`src/design/aesr_pkg.sv`:
```
// package of constants, types and helpers for the accelerometer event status register bank
// ****************************************************************
// ****************************************************************
package aesr_pkg;

  // register indices; byte address is four times the index
  localparam logic [7:0] IDX_MOTION = 8'h0B;
  localparam logic [7:0] IDX_POSE = 8'h0C;
  localparam logic [7:0] IDX_RSVD = 8'h0D;
  localparam logic [7:0] IDX_FILL = 8'h0E;
  localparam logic [7:0] IDX_LATCH = 8'h10;
  localparam logic [7:0] IDX_FUNC = 8'h11;
  localparam logic [7:0] IDX_FCFG = 8'h12;
  localparam logic [7:0] IDX_ISTAT = 8'h13;
  localparam logic [7:0] IDX_ICLR = 8'h14;
  localparam logic [7:0] IDX_IEN = 8'h15;

  // field positions
  localparam int TAP_LSB = 4;
  localparam int SLOPE_LSB = 0;
  localparam int HIGH_LSB = 0;
  localparam int FLAT_BIT = 7;
  localparam int ORIENT_LSB = 4;
  localparam int OVR_BIT = 7;
  localparam int RELEASE_BIT = 7;
  localparam int LFLAG_LSB = 4; // engine flag levels in the latch register read

  // interrupt status, clear and enable layout
  localparam int ST_TAP = 0;
  localparam int ST_SLOPE = 1;
  localparam int ST_HIGH = 2;
  localparam int ST_FLAT = 3;
  localparam int ST_ORIENT = 4;
  localparam int ST_OVR = 5;
  localparam int ST_W = 6;

  // function enable layout
  localparam int FE_TAP = 0;
  localparam int FE_SLOPE = 1;
  localparam int FE_HIGH = 2;
  localparam int FE_FLAT = 3;
  localparam int FE_ORIENT = 4;
  localparam int FE_W = 5;

  // values after reset, and the latch codes for no and permanent latching
  localparam logic [3:0] LATCH_RST = 4'h0;
  localparam logic [FE_W-1:0] FUNC_RST = 5'h00;
  localparam logic [ST_W-1:0] IEN_RST = 6'h00;
  localparam logic [7:0] FCFG_RST = 8'h00;
  localparam logic [3:0] LATCH_NONE = 4'h0;
  localparam logic [2:0] LATCH_PERM_LOW = 3'h7;

  // cycles a temporarily latched flag stays up
  localparam int TEMP_HOLD_CYCLES = 1000;

  typedef enum logic [1:0] {AESR_LM_NONE, AESR_LM_TEMP, AESR_LM_PERM} aesr_lm_t;

  // latch code to latching mode
  function automatic aesr_lm_t aesr_lm_decode(input logic [3:0] code);
    aesr_lm_t m;
    m = AESR_LM_TEMP;
    if (code == LATCH_NONE) begin
      m = AESR_LM_NONE;
    end else if (code[2:0] == LATCH_PERM_LOW) begin
      m = AESR_LM_PERM;
    end
    return m;
  endfunction : aesr_lm_decode

endpackage : aesr_pkg

```
`src/design/aesr_evt_latch.sv`:
```
// one event engine's flag and detail capture under the shared latching mode
`timescale 1ns/1ps
module aesr_evt_latch
  import aesr_pkg::*;
#(
  parameter int DET_W = 4,
  parameter int HOLD_CYCLES = TEMP_HOLD_CYCLES
) (
  input wire logic hclk,
  input wire logic hresetn,
  input wire aesr_lm_t mode,
  input wire logic fire,
  input wire logic [DET_W-1:0] detail_in,
  input wire logic release_latch,
  output logic flag,
  output logic [DET_W-1:0] detail
);

  localparam int CW = $clog2(HOLD_CYCLES + 1);
  localparam logic [CW-1:0] HOLD_LOAD = CW'(HOLD_CYCLES);

  typedef struct packed {
    logic flag;
    logic [DET_W-1:0] detail;
    logic [CW-1:0] cnt;
  } aesr_lat_st_t;

  aesr_lat_st_t st_reg;
  aesr_lat_st_t st_next;

  // flag behaviour follows the latching mode; a fire beats a release
  always_comb begin
    st_next = st_reg;
    if (fire) begin
      st_next.detail = detail_in;
    end
    unique case (mode)
      AESR_LM_NONE: begin
        st_next.flag = fire;
        st_next.cnt = '0;
      end
      AESR_LM_TEMP: begin
        if (fire) begin
          st_next.flag = 1'b1;
          st_next.cnt = HOLD_LOAD;
        end else if (release_latch || st_reg.cnt == CW'(1)) begin
          st_next.flag = 1'b0;
          st_next.cnt = '0;
        end else if (st_reg.cnt != '0) begin
          st_next.cnt = st_reg.cnt - CW'(1);
        end else begin
          st_next.flag = 1'b0;
        end
      end
      AESR_LM_PERM: begin
        st_next.cnt = '0;
        if (fire) begin
          st_next.flag = 1'b1;
        end else if (release_latch) begin
          st_next.flag = 1'b0;
        end
      end
    endcase
  end

  // state register
  always_ff @(posedge hclk or negedge hresetn) begin
    if (!hresetn) begin
      st_reg <= '0;
    end else begin
      st_reg <= st_next;
    end
  end

  assign flag = st_reg.flag;
  assign detail = st_reg.detail;

endmodule : aesr_evt_latch

```
`src/design/aesr_orient_hold.sv`:
```
// orientation code holder, frozen while blocked, blind to latching
`timescale 1ns/1ps
module aesr_orient_hold
  import aesr_pkg::*;
(
  input wire logic hclk,
  input wire logic hresetn,
  input wire logic [2:0] orient_in,
  input wire logic orient_block,
  output logic [2:0] orient,
  output logic changed
);

  typedef struct packed {
    logic [2:0] orient;
    logic changed;
  } aesr_ori_st_t;

  aesr_ori_st_t st_reg;
  aesr_ori_st_t st_next;

  // track the live code unless a blocking condition holds it
  always_comb begin
    st_next = st_reg;
    st_next.changed = 1'b0;
    if (!orient_block) begin
      st_next.orient = orient_in;
      st_next.changed = (orient_in != st_reg.orient);
    end
  end

  // state register
  always_ff @(posedge hclk or negedge hresetn) begin
    if (!hresetn) begin
      st_reg <= '0;
    end else begin
      st_reg <= st_next;
    end
  end

  assign orient = st_reg.orient;
  assign changed = st_reg.changed;

endmodule : aesr_orient_hold

```
`src/design/aesr_top.sv`:
```
// accelerometer event status register bank with ahb-lite slave and interrupt
`timescale 1ns/1ps
module aesr_top
  import aesr_pkg::*;
#(
  parameter int FIFO_DEPTH = 32,
  parameter int HOLD_CYCLES = TEMP_HOLD_CYCLES
) (
  input wire logic hclk,
  input wire logic hresetn,
  input wire logic hsel,
  input wire logic [31:0] haddr,
  input wire logic [1:0] htrans,
  input wire logic hwrite,
  input wire logic [2:0] hsize,
  input wire logic [31:0] hwdata,
  input wire logic hready,
  output logic hreadyout,
  output logic [31:0] hrdata,
  output logic hresp,
  input wire logic tap_fire,
  input wire logic tap_sign,
  input wire logic [2:0] tap_axis,
  input wire logic slope_fire,
  input wire logic slope_sign,
  input wire logic [2:0] slope_axis,
  input wire logic high_fire,
  input wire logic high_sign,
  input wire logic [2:0] high_axis,
  input wire logic flat_state,
  input wire logic [2:0] orient_in,
  input wire logic orient_block,
  input wire logic fifo_push,
  input wire logic fifo_pop,
  output logic [FE_W-1:0] func_en,
  output logic fifo_cfg_wr,
  output logic irq
);

  // ****************************************************************
  // state
  // ****************************************************************

  typedef struct packed {
    // bus pipeline and read snapshot
    logic ap_valid;
    logic ap_write;
    logic [7:0] ap_idx;
    logic [31:0] rdata;
    // control registers
    logic [3:0] latch_code;
    logic release_p;
    logic [FE_W-1:0] func_en;
    logic [7:0] fcfg;
    logic cfg_wr_p;
    // fifo status
    logic ovr;
    logic [6:0] fcnt;
    // event and interrupt state
    logic flat;
    logic [ST_W-1:0] istat;
    logic [ST_W-1:0] ien;
    logic irq;
  } aesr_top_st_t;

  aesr_top_st_t st_reg;
  aesr_top_st_t st_next;

  localparam logic [6:0] FIFO_FULL = 7'(FIFO_DEPTH);

  // ****************************************************************
  // event engines and orientation
  // ****************************************************************

  logic tap_flag;
  logic slope_flag;
  logic high_flag;
  logic [3:0] tap_det;
  logic [3:0] slope_det;
  logic [3:0] high_det;
  logic [2:0] orient;
  logic orient_chg;
  aesr_lm_t lmode;
  logic tap_go;
  logic slope_go;
  logic high_go;
  logic [2:0] eng_flags;

  // fires count only for enabled functions
  assign lmode = aesr_lm_decode(st_reg.latch_code);
  assign tap_go = tap_fire & st_reg.func_en[FE_TAP];
  assign slope_go = slope_fire & st_reg.func_en[FE_SLOPE];
  assign high_go = high_fire & st_reg.func_en[FE_HIGH];

  // tap sign and cause axes
  aesr_evt_latch #(
    .DET_W(4),
    .HOLD_CYCLES(HOLD_CYCLES)
  ) u_tap (
    .hclk(hclk),
    .hresetn(hresetn),
    .mode(lmode),
    .fire(tap_go),
    .detail_in({tap_sign, tap_axis}),
    .release_latch(st_reg.release_p),
    .flag(tap_flag),
    .detail(tap_det)
  );

  // slope sign and cause axes
  aesr_evt_latch #(
    .DET_W(4),
    .HOLD_CYCLES(HOLD_CYCLES)
  ) u_slope (
    .hclk(hclk),
    .hresetn(hresetn),
    .mode(lmode),
    .fire(slope_go),
    .detail_in({slope_sign, slope_axis}),
    .release_latch(st_reg.release_p),
    .flag(slope_flag),
    .detail(slope_det)
  );

  // high-g sign and cause axes
  aesr_evt_latch #(
    .DET_W(4),
    .HOLD_CYCLES(HOLD_CYCLES)
  ) u_high (
    .hclk(hclk),
    .hresetn(hresetn),
    .mode(lmode),
    .fire(high_go),
    .detail_in({high_sign, high_axis}),
    .release_latch(st_reg.release_p),
    .flag(high_flag),
    .detail(high_det)
  );

  // orientation follows the live code unless blocked, regardless of latching
  aesr_orient_hold u_orient (
    .hclk(hclk),
    .hresetn(hresetn),
    .orient_in(orient_in),
    .orient_block(orient_block),
    .orient(orient),
    .changed(orient_chg)
  );

  // engine flag levels under the latching mode, shown beside the latch code
  assign eng_flags = {high_flag, slope_flag, tap_flag};

  // ****************************************************************
  // helpers
  // ****************************************************************

  // register index carried by a byte address; the upper bits alias
  function automatic logic [7:0] bus_idx(input logic [31:0] a);
    return a[9:2];
  endfunction : bus_idx

  // a push into a full queue with no pop in the same cycle
  function automatic logic ovr_hit(input logic push, input logic pop, input logic [6:0] cnt);
    return push & ~pop & (cnt == FIFO_FULL);
  endfunction : ovr_hit

  // next fill level: a config write empties, a lone push below full or a lone pop above empty moves it by one
  function automatic logic [6:0] fill_step(
    input logic clr,
    input logic push,
    input logic pop,
    input logic [6:0] cnt
  );
    logic [6:0] n;
    n = cnt;
    if (clr) begin
      n = 7'h00;
    end else if (push && !pop && cnt != FIFO_FULL) begin
      n = cnt + 7'h01;
    end else if (pop && !push && cnt != 7'h00) begin
      n = cnt - 7'h01;
    end
    return n;
  endfunction : fill_step

  // one cause bit per interrupt source, each but overrun gated by its function enable
  function automatic logic [ST_W-1:0] ev_vector(input aesr_top_st_t s, input logic ovr_in);
    logic [ST_W-1:0] v;
    v = '0;
    v[ST_TAP] = tap_go;
    v[ST_SLOPE] = slope_go;
    v[ST_HIGH] = high_go;
    v[ST_FLAT] = (flat_state != s.flat) & s.func_en[FE_FLAT];
    v[ST_ORIENT] = orient_chg & s.func_en[FE_ORIENT];
    v[ST_OVR] = ovr_in;
    return v;
  endfunction : ev_vector

  // sticky update; a cause in the same cycle as its clear keeps the bit set
  function automatic logic [ST_W-1:0] sticky(
    input logic [ST_W-1:0] cur,
    input logic [ST_W-1:0] clr,
    input logic [ST_W-1:0] hit
  );
    return (cur & ~clr) | hit;
  endfunction : sticky

  // level interrupt while any enabled status bit is set
  function automatic logic irq_level(input logic [ST_W-1:0] stat, input logic [ST_W-1:0] en);
    return |(stat & en);
  endfunction : irq_level

  // ****************************************************************
  // read decode
  // ****************************************************************

  // register contents by index; unmapped and reserved read zero
  function automatic logic [31:0] rd_mux(input logic [7:0] idx, input aesr_top_st_t s);
    logic [31:0] d;
    d = 32'h0000_0000;
    unique case (idx)
      IDX_MOTION: begin
        d[TAP_LSB +: 4] = tap_det;
        d[SLOPE_LSB +: 4] = slope_det;
      end
      IDX_POSE: begin
        d[FLAT_BIT] = s.flat;
        d[ORIENT_LSB +: 3] = orient;
        d[HIGH_LSB +: 4] = high_det;
      end
      IDX_RSVD: d = 32'h0000_0000;
      IDX_FILL: begin
        d[OVR_BIT] = s.ovr;
        d[6:0] = s.fcnt;
      end
      IDX_LATCH: begin
        d[3:0] = s.latch_code;
        d[LFLAG_LSB +: 3] = eng_flags;
      end
      IDX_FUNC: d[FE_W-1:0] = s.func_en;
      IDX_FCFG: d[7:0] = s.fcfg;
      IDX_ISTAT: d[ST_W-1:0] = s.istat;
      IDX_IEN: d[ST_W-1:0] = s.ien;
      default: d = 32'h0000_0000;
    endcase
    return d;
  endfunction : rd_mux

  // ****************************************************************
  // next state
  // ****************************************************************

  logic take;
  logic wr_now;
  logic cfg_hit;
  logic ovr_now;
  logic [ST_W-1:0] ev_set;
  logic [ST_W-1:0] clr_mask;

  // address phase accepted on a nonseq or seq with hready high
  assign take = hsel & htrans[1] & hready;
  assign wr_now = st_reg.ap_valid & st_reg.ap_write;

  // fifo config write in its data phase, and a push that finds the queue full
  assign cfg_hit = wr_now & (st_reg.ap_idx == IDX_FCFG);
  assign ovr_now = ovr_hit(fifo_push, fifo_pop, st_reg.fcnt);

  always_comb begin
    st_next = st_reg;
    st_next.release_p = 1'b0;
    st_next.cfg_wr_p = 1'b0;
    clr_mask = '0;
    // bus address phase; reads are sampled here and change nothing
    st_next.ap_valid = take;
    if (take) begin
      st_next.ap_write = hwrite;
      st_next.ap_idx = bus_idx(haddr);
      if (!hwrite) begin
        st_next.rdata = rd_mux(bus_idx(haddr), st_reg);
      end
    end
    // bus data phase writes
    if (wr_now) begin
      unique case (st_reg.ap_idx)
        IDX_LATCH: begin
          st_next.latch_code = hwdata[3:0];
          st_next.release_p = hwdata[RELEASE_BIT];
        end
        IDX_FUNC: st_next.func_en = hwdata[FE_W-1:0];
        IDX_FCFG: begin
          st_next.fcfg = hwdata[7:0];
          st_next.cfg_wr_p = 1'b1;
        end
        IDX_ICLR: clr_mask = hwdata[ST_W-1:0];
        IDX_IEN: st_next.ien = hwdata[ST_W-1:0];
        default: st_next.fcfg = st_reg.fcfg;
      endcase
    end
    // flat state shown as sampled from the engine
    st_next.flat = flat_state;
    // fill level counter; config write clears, drain returns to zero naturally
    st_next.fcnt = fill_step(cfg_hit, fifo_push, fifo_pop, st_reg.fcnt);
    if (cfg_hit) begin
      st_next.ovr = 1'b0;
    end
    // overrun: push into a full queue, set beats the config clear
    if (ovr_now) begin
      st_next.ovr = 1'b1;
    end
    // sticky interrupt status; set wins over clear
    ev_set = ev_vector(st_reg, ovr_now);
    st_next.istat = sticky(st_reg.istat, clr_mask, ev_set);
    st_next.irq = irq_level(st_next.istat, st_next.ien);
  end

  // ****************************************************************
  // state register
  // ****************************************************************

  always_ff @(posedge hclk or negedge hresetn) begin
    if (!hresetn) begin
      st_reg <= '0;
      st_reg.latch_code <= LATCH_RST;
      st_reg.func_en <= FUNC_RST;
      st_reg.fcfg <= FCFG_RST;
      st_reg.ien <= IEN_RST;
    end else begin
      st_reg <= st_next;
    end
  end

  // ****************************************************************
  // outputs
  // ****************************************************************

  // zero wait state slave, always okay
  assign hreadyout = 1'b1;
  assign hresp = 1'b0;
  assign hrdata = st_reg.rdata;
  assign func_en = st_reg.func_en;
  assign fifo_cfg_wr = st_reg.cfg_wr_p;
  assign irq = st_reg.irq;

  // transfer size is not decoded; only whole words are served
  logic unused_hsize;
  assign unused_hsize = ^hsize;

endmodule : aesr_top

```
`config.mk`:
```
export PLATFORM = sky130hd
export DESIGN_NAME = aesr_top
export DESIGN_NICKNAME = d
export VERILOG_FILES = /design/src/design/aesr_pkg.sv /design/src/design/aesr_evt_latch.sv /design/src/design/aesr_orient_hold.sv /design/src/design/aesr_top.sv
export SDC_FILE = /design/constraint.sdc
export NUM_CORES = 1
export LEC_CHECK = 0
export ABC_AREA = 1
export BUFFER_PORTS_ARGS = -buffer_cell sky130_fd_sc_hd__buf_2
export CAP_MARGIN = 40
export CORE_ASPECT_RATIO = 2
export CORE_MARGIN = 2
export CORE_UTILIZATION = 40
export CTS_CLUSTER_SIZE = 40
export DETAILED_ROUTE_END_ITERATION = 8
export PLACE_DENSITY = 0.68
export SYNTH_ARGS = -nofsm -noshare
export SYNTH_HDL_FRONTEND = slang
export SYNTH_SLANG_ARGS = --single-unit
```
`constraint.sdc`:
```
create_clock -name hclk -period 4.3 [get_ports hclk]
set_clock_uncertainty 0.2 [all_clocks]
set_input_delay 0.645 -clock hclk [delete_from_list [all_inputs] [get_ports hclk]]
set_output_delay 0.645 -clock hclk [all_outputs]
set_load 0.02 [all_outputs]
```
==> flow_metrics.tcl <==
set metrics [dict create \
    async_flop_share_pct 100 \
    r2r-start "st_reg[15]$_DFFE_PN0P_" \
    antenna_left 0 \
    cts.clk_slew.worst_paths_ns 0.07 \
    syn_area_sq_um 6360 \
    hold_viol_final 0 \
    final-seq-area_sq_um 2700 \
    worst_slew_pin_slew_ns 0.593 \
    fill_cells 1575 \
    p_int_w 0.00233 \
    rrSetupSlack_ns 1.67 \
    rows 65 \
    multi_input_area_sq_um 3080 \
    totalWireLength_mm 15.7 \
    postCtsHoldBufs 0 \
    gp_congestion 0.881 \
    switchingPower_w 0.00165 \
    synth_seq_cells 108 \
    relSlewSlack_pct 60.5 \
    cts_tree "done" \
    synth_top_cell_area_share_pct 42.5 \
    floorplan.initialDensity_pct 40.6 \
    finish.instance_area_sq_um 7030 \
    slew_viol_final 0 \
    ys_seq_area_share_pct 42.5 \
    grt_pass1_wl_mm 25.9 \
    synth_warnings 0 \
    synth_cell_type_count 45 \
    startpoint_type "flop" \
    maxCapViolations 0 \
    setup-violations-final 0 \
    num_vias 5349 \
    fp.dieW_um 93.2 \
    drt_iter0_markers 269 \
    netSwitchingFraction_pct 41.4 \
    clkPwrFrac_pct 21.5 \
    synth.avg_cell_area_sq_um 7.62 \
    fin_tns_setup_ns 0 \
    rsz0062_at_grt "no" \
    crit_required_ns 4.35 \
    syn2layout_area_growth_pct 10.4 \
    synth_edf_count 0 \
    drc 0 \
    largest_reg_flops 44 \
    status "complete, no violations" \
    grt_max_degree 109 \
    core-area_sq_um 15700 \
    postCtsSetupBuffers 0 \
    fmax_ghz 0.380 \
    worstSetupPathType "reg2reg" \
    crit_fanout 11 \
    synth_cells 835 \
    crit_arrival_ns 2.68 \
    antenna_found_initial 0 \
    dp_hpwl_mm 12.1 \
    reg2reg_to "st_reg[20]$_DFFE_PN0P_" \
    n_antenna_cell 0 \
    via_per_inst 4.91 \
    grt_pass1_vias 5424 \
    portBuffers 58 \
    ys_top_cells_by_area "dfrtp_1 42%, nand2_1 14%, nand3_1 7.3%" \
    wire_per_inst_um 14.4 \
    die_h_um 182 \
    post_cts_resized 0 \
    hold_class "in2async" \
    p_comb_share_pct 43.5 \
    drive_gt1_share_pct 15.7 \
    place_area_sq_um 6720 \
    first_pass_iters 4 \
    cts_root_buf "clkbuf_16" \
    synth_flop_cell "dfrtp_1" \
    ios 137 \
    grt_use_total_pct 19.5 \
    numCtsBuffers 9 \
    clk_path_buf_depth 2 \
    hold-worst-slack_ns 0.154 \
    yosysTopAreaCell "dfrtp_1" \
    overflow 0 \
    p_leak_nw 3.78 \
    min_period_over_period_pct 61.1 \
    nNetsFinal 996 \
    cp-end-kind "flop" \
    place_inst 1074 \
    final_cells 1090 \
    vdd_drop_max_uv 256 \
    ff2ff_path_depth 11 \
    power.density_nw_per_um2 566 \
    clkSinkCount 108 \
    ctsHtreeMaxLevel 3 \
    fin_crit_ns 2.63 \
    dieArea_sq_um 17000 \
    seqPwrFrac_pct 35.0 \
    clock_latency_ns 0.36 \
    utilization_pct 44.8 \
]
synthesized netlist by cell type (2+ instances only):
cell type,count
a21oi_1,24
buf_2,3
buf_4,43
clkbuf_1,4
clkinv_1,2
conb_1,2
dfrtp_1,108
ha_1,15
inv_1,66
inv_2,15
nand2_1,238
nand2_2,11
nand3_1,93
nand3_2,4
nand3b_1,2
nand4_1,13
nor2_1,84
nor2_2,13
nor3_1,3
nor3_2,3
nor3_4,4
nor3b_1,2
o21a_1,2
o21ai_0,20
o21ai_1,16
o21ai_2,2
o22ai_1,4
o31ai_1,2
or2_1,2
or2_2,2
xnor2_1,3
xor2_1,17
per-stage QoR:
step | total power [W] | setup slack [ns]
6_report | 0.00398 | 1.67
2_1_floorplan | 0.00278 | 2.00
5_1_grt | 0.00432 | 1.36
4_1_cts | 0.00401 | 1.62
3_5_place_dp | 0.00314 | 1.63
3_3_place_gp | 0.00311 | 1.62
cells in the final DEF, fill, tap and decap left out, types with 5 or more instances in the layout:
cell and n:
nor2_1 84, inv_2 15, xor2_1 17, buf_4 5
o21ai_1 16, conb_1 26, nand3_1 93, nand4_1 13
buf_2 57, nand2_1 238, dfrtp_1 108, inv_1 66
a21oi_1 24, ha_1 15, o21ai_0 20, clkbuf_16 9
nor2_2 13, nand2_2 11
worst max path at each step:
stage / from / to / slack (ns) / cells past startpoint
4_1_cts: st_reg[15]$_DFFE_PN0P_ / st_reg[20]$_DFFE_PN0P_ / 1.62 / 11
3_3_place_gp: st_reg[14]$_DFFE_PN0P_ / st_reg[20]$_DFFE_PN0P_ / 1.62 / 11
6_report: st_reg[15]$_DFFE_PN0P_ / st_reg[20]$_DFFE_PN0P_ / 1.67 / 11
3_5_place_dp: st_reg[15]$_DFFE_PN0P_ / st_reg[20]$_DFFE_PN0P_ / 1.63 / 11
5_1_grt: st_reg[15]$_DFFE_PN0P_ / st_reg[20]$_DFFE_PN0P_ / 1.36 / 11
2_1_floorplan: st_reg[15]$_DFFE_PN0P_ / st_reg[20]$_DFFE_PN0P_ / 2.00 / 11
power by group through the flow:
stage	registers (W)	logic [W]	clock network (W)
after detailed placement	0.00141	0.00173	0
after floorplan	0.00136	0.00142	0
after global routing	0.00142	0.00199	0.000912
after CTS	0.00139	0.00174	0.000873
final	0.00139	0.00173	0.000855
after global placement	0.00141	0.00170	0
layer usage:
layer  routed length (um)  part of all wire (%)  global-route usage, %
met1                 5750                    37                   20.4
met2                 8890                    57                   37.2
met3                  515                   3.3                   2.68
met4                  529                   3.4                   9.53
met5                    0                     0                      0
critical path, stage by stage, from the launching register on:
cell and delay, ns:
dfrtp_1 0.41, nor2_1 0.13, nand3_1 0.19, o21ai_4 0.37, inv_1 0.10, fa_1 0.40
o21ai_0 0.33, a21oi_1 0.14, inv_1 0.08, nand2_1 0.05, nand3_1 0.07, nand2_1 0.05
logic make-up (layout without fill, tap and decap cells):
kind of cell | count (synthesis) | after routing | share of synthesized area [%]
flops | 108 | 108 | 42.5
xor+xnor | 20 | 20 | 2.75
compound gates | 75 | 75 | 6.88
fa+ha+maj | 16 | 16 | 3.26
simple gates | 479 | 479 | 33.9
buf+inv | 135 | 165 | 10.6
other cells | 2 | 26 | 0.118
cell type report:
| cell class | instances | area share, % |
|---|---|---|
| clock buffers | 11 | 3.45 |
| clock inverters | 5 | 0.855 |
| flip-flops and latches | 108 | 38.5 |
| well taps | 201 | 3.58 |
| inverters | 85 | 4.59 |
| multi-input cells | 616 | 43.8 |
| repair buffers | 64 | 5.27 |
Power figures use the tool's default switching activity.
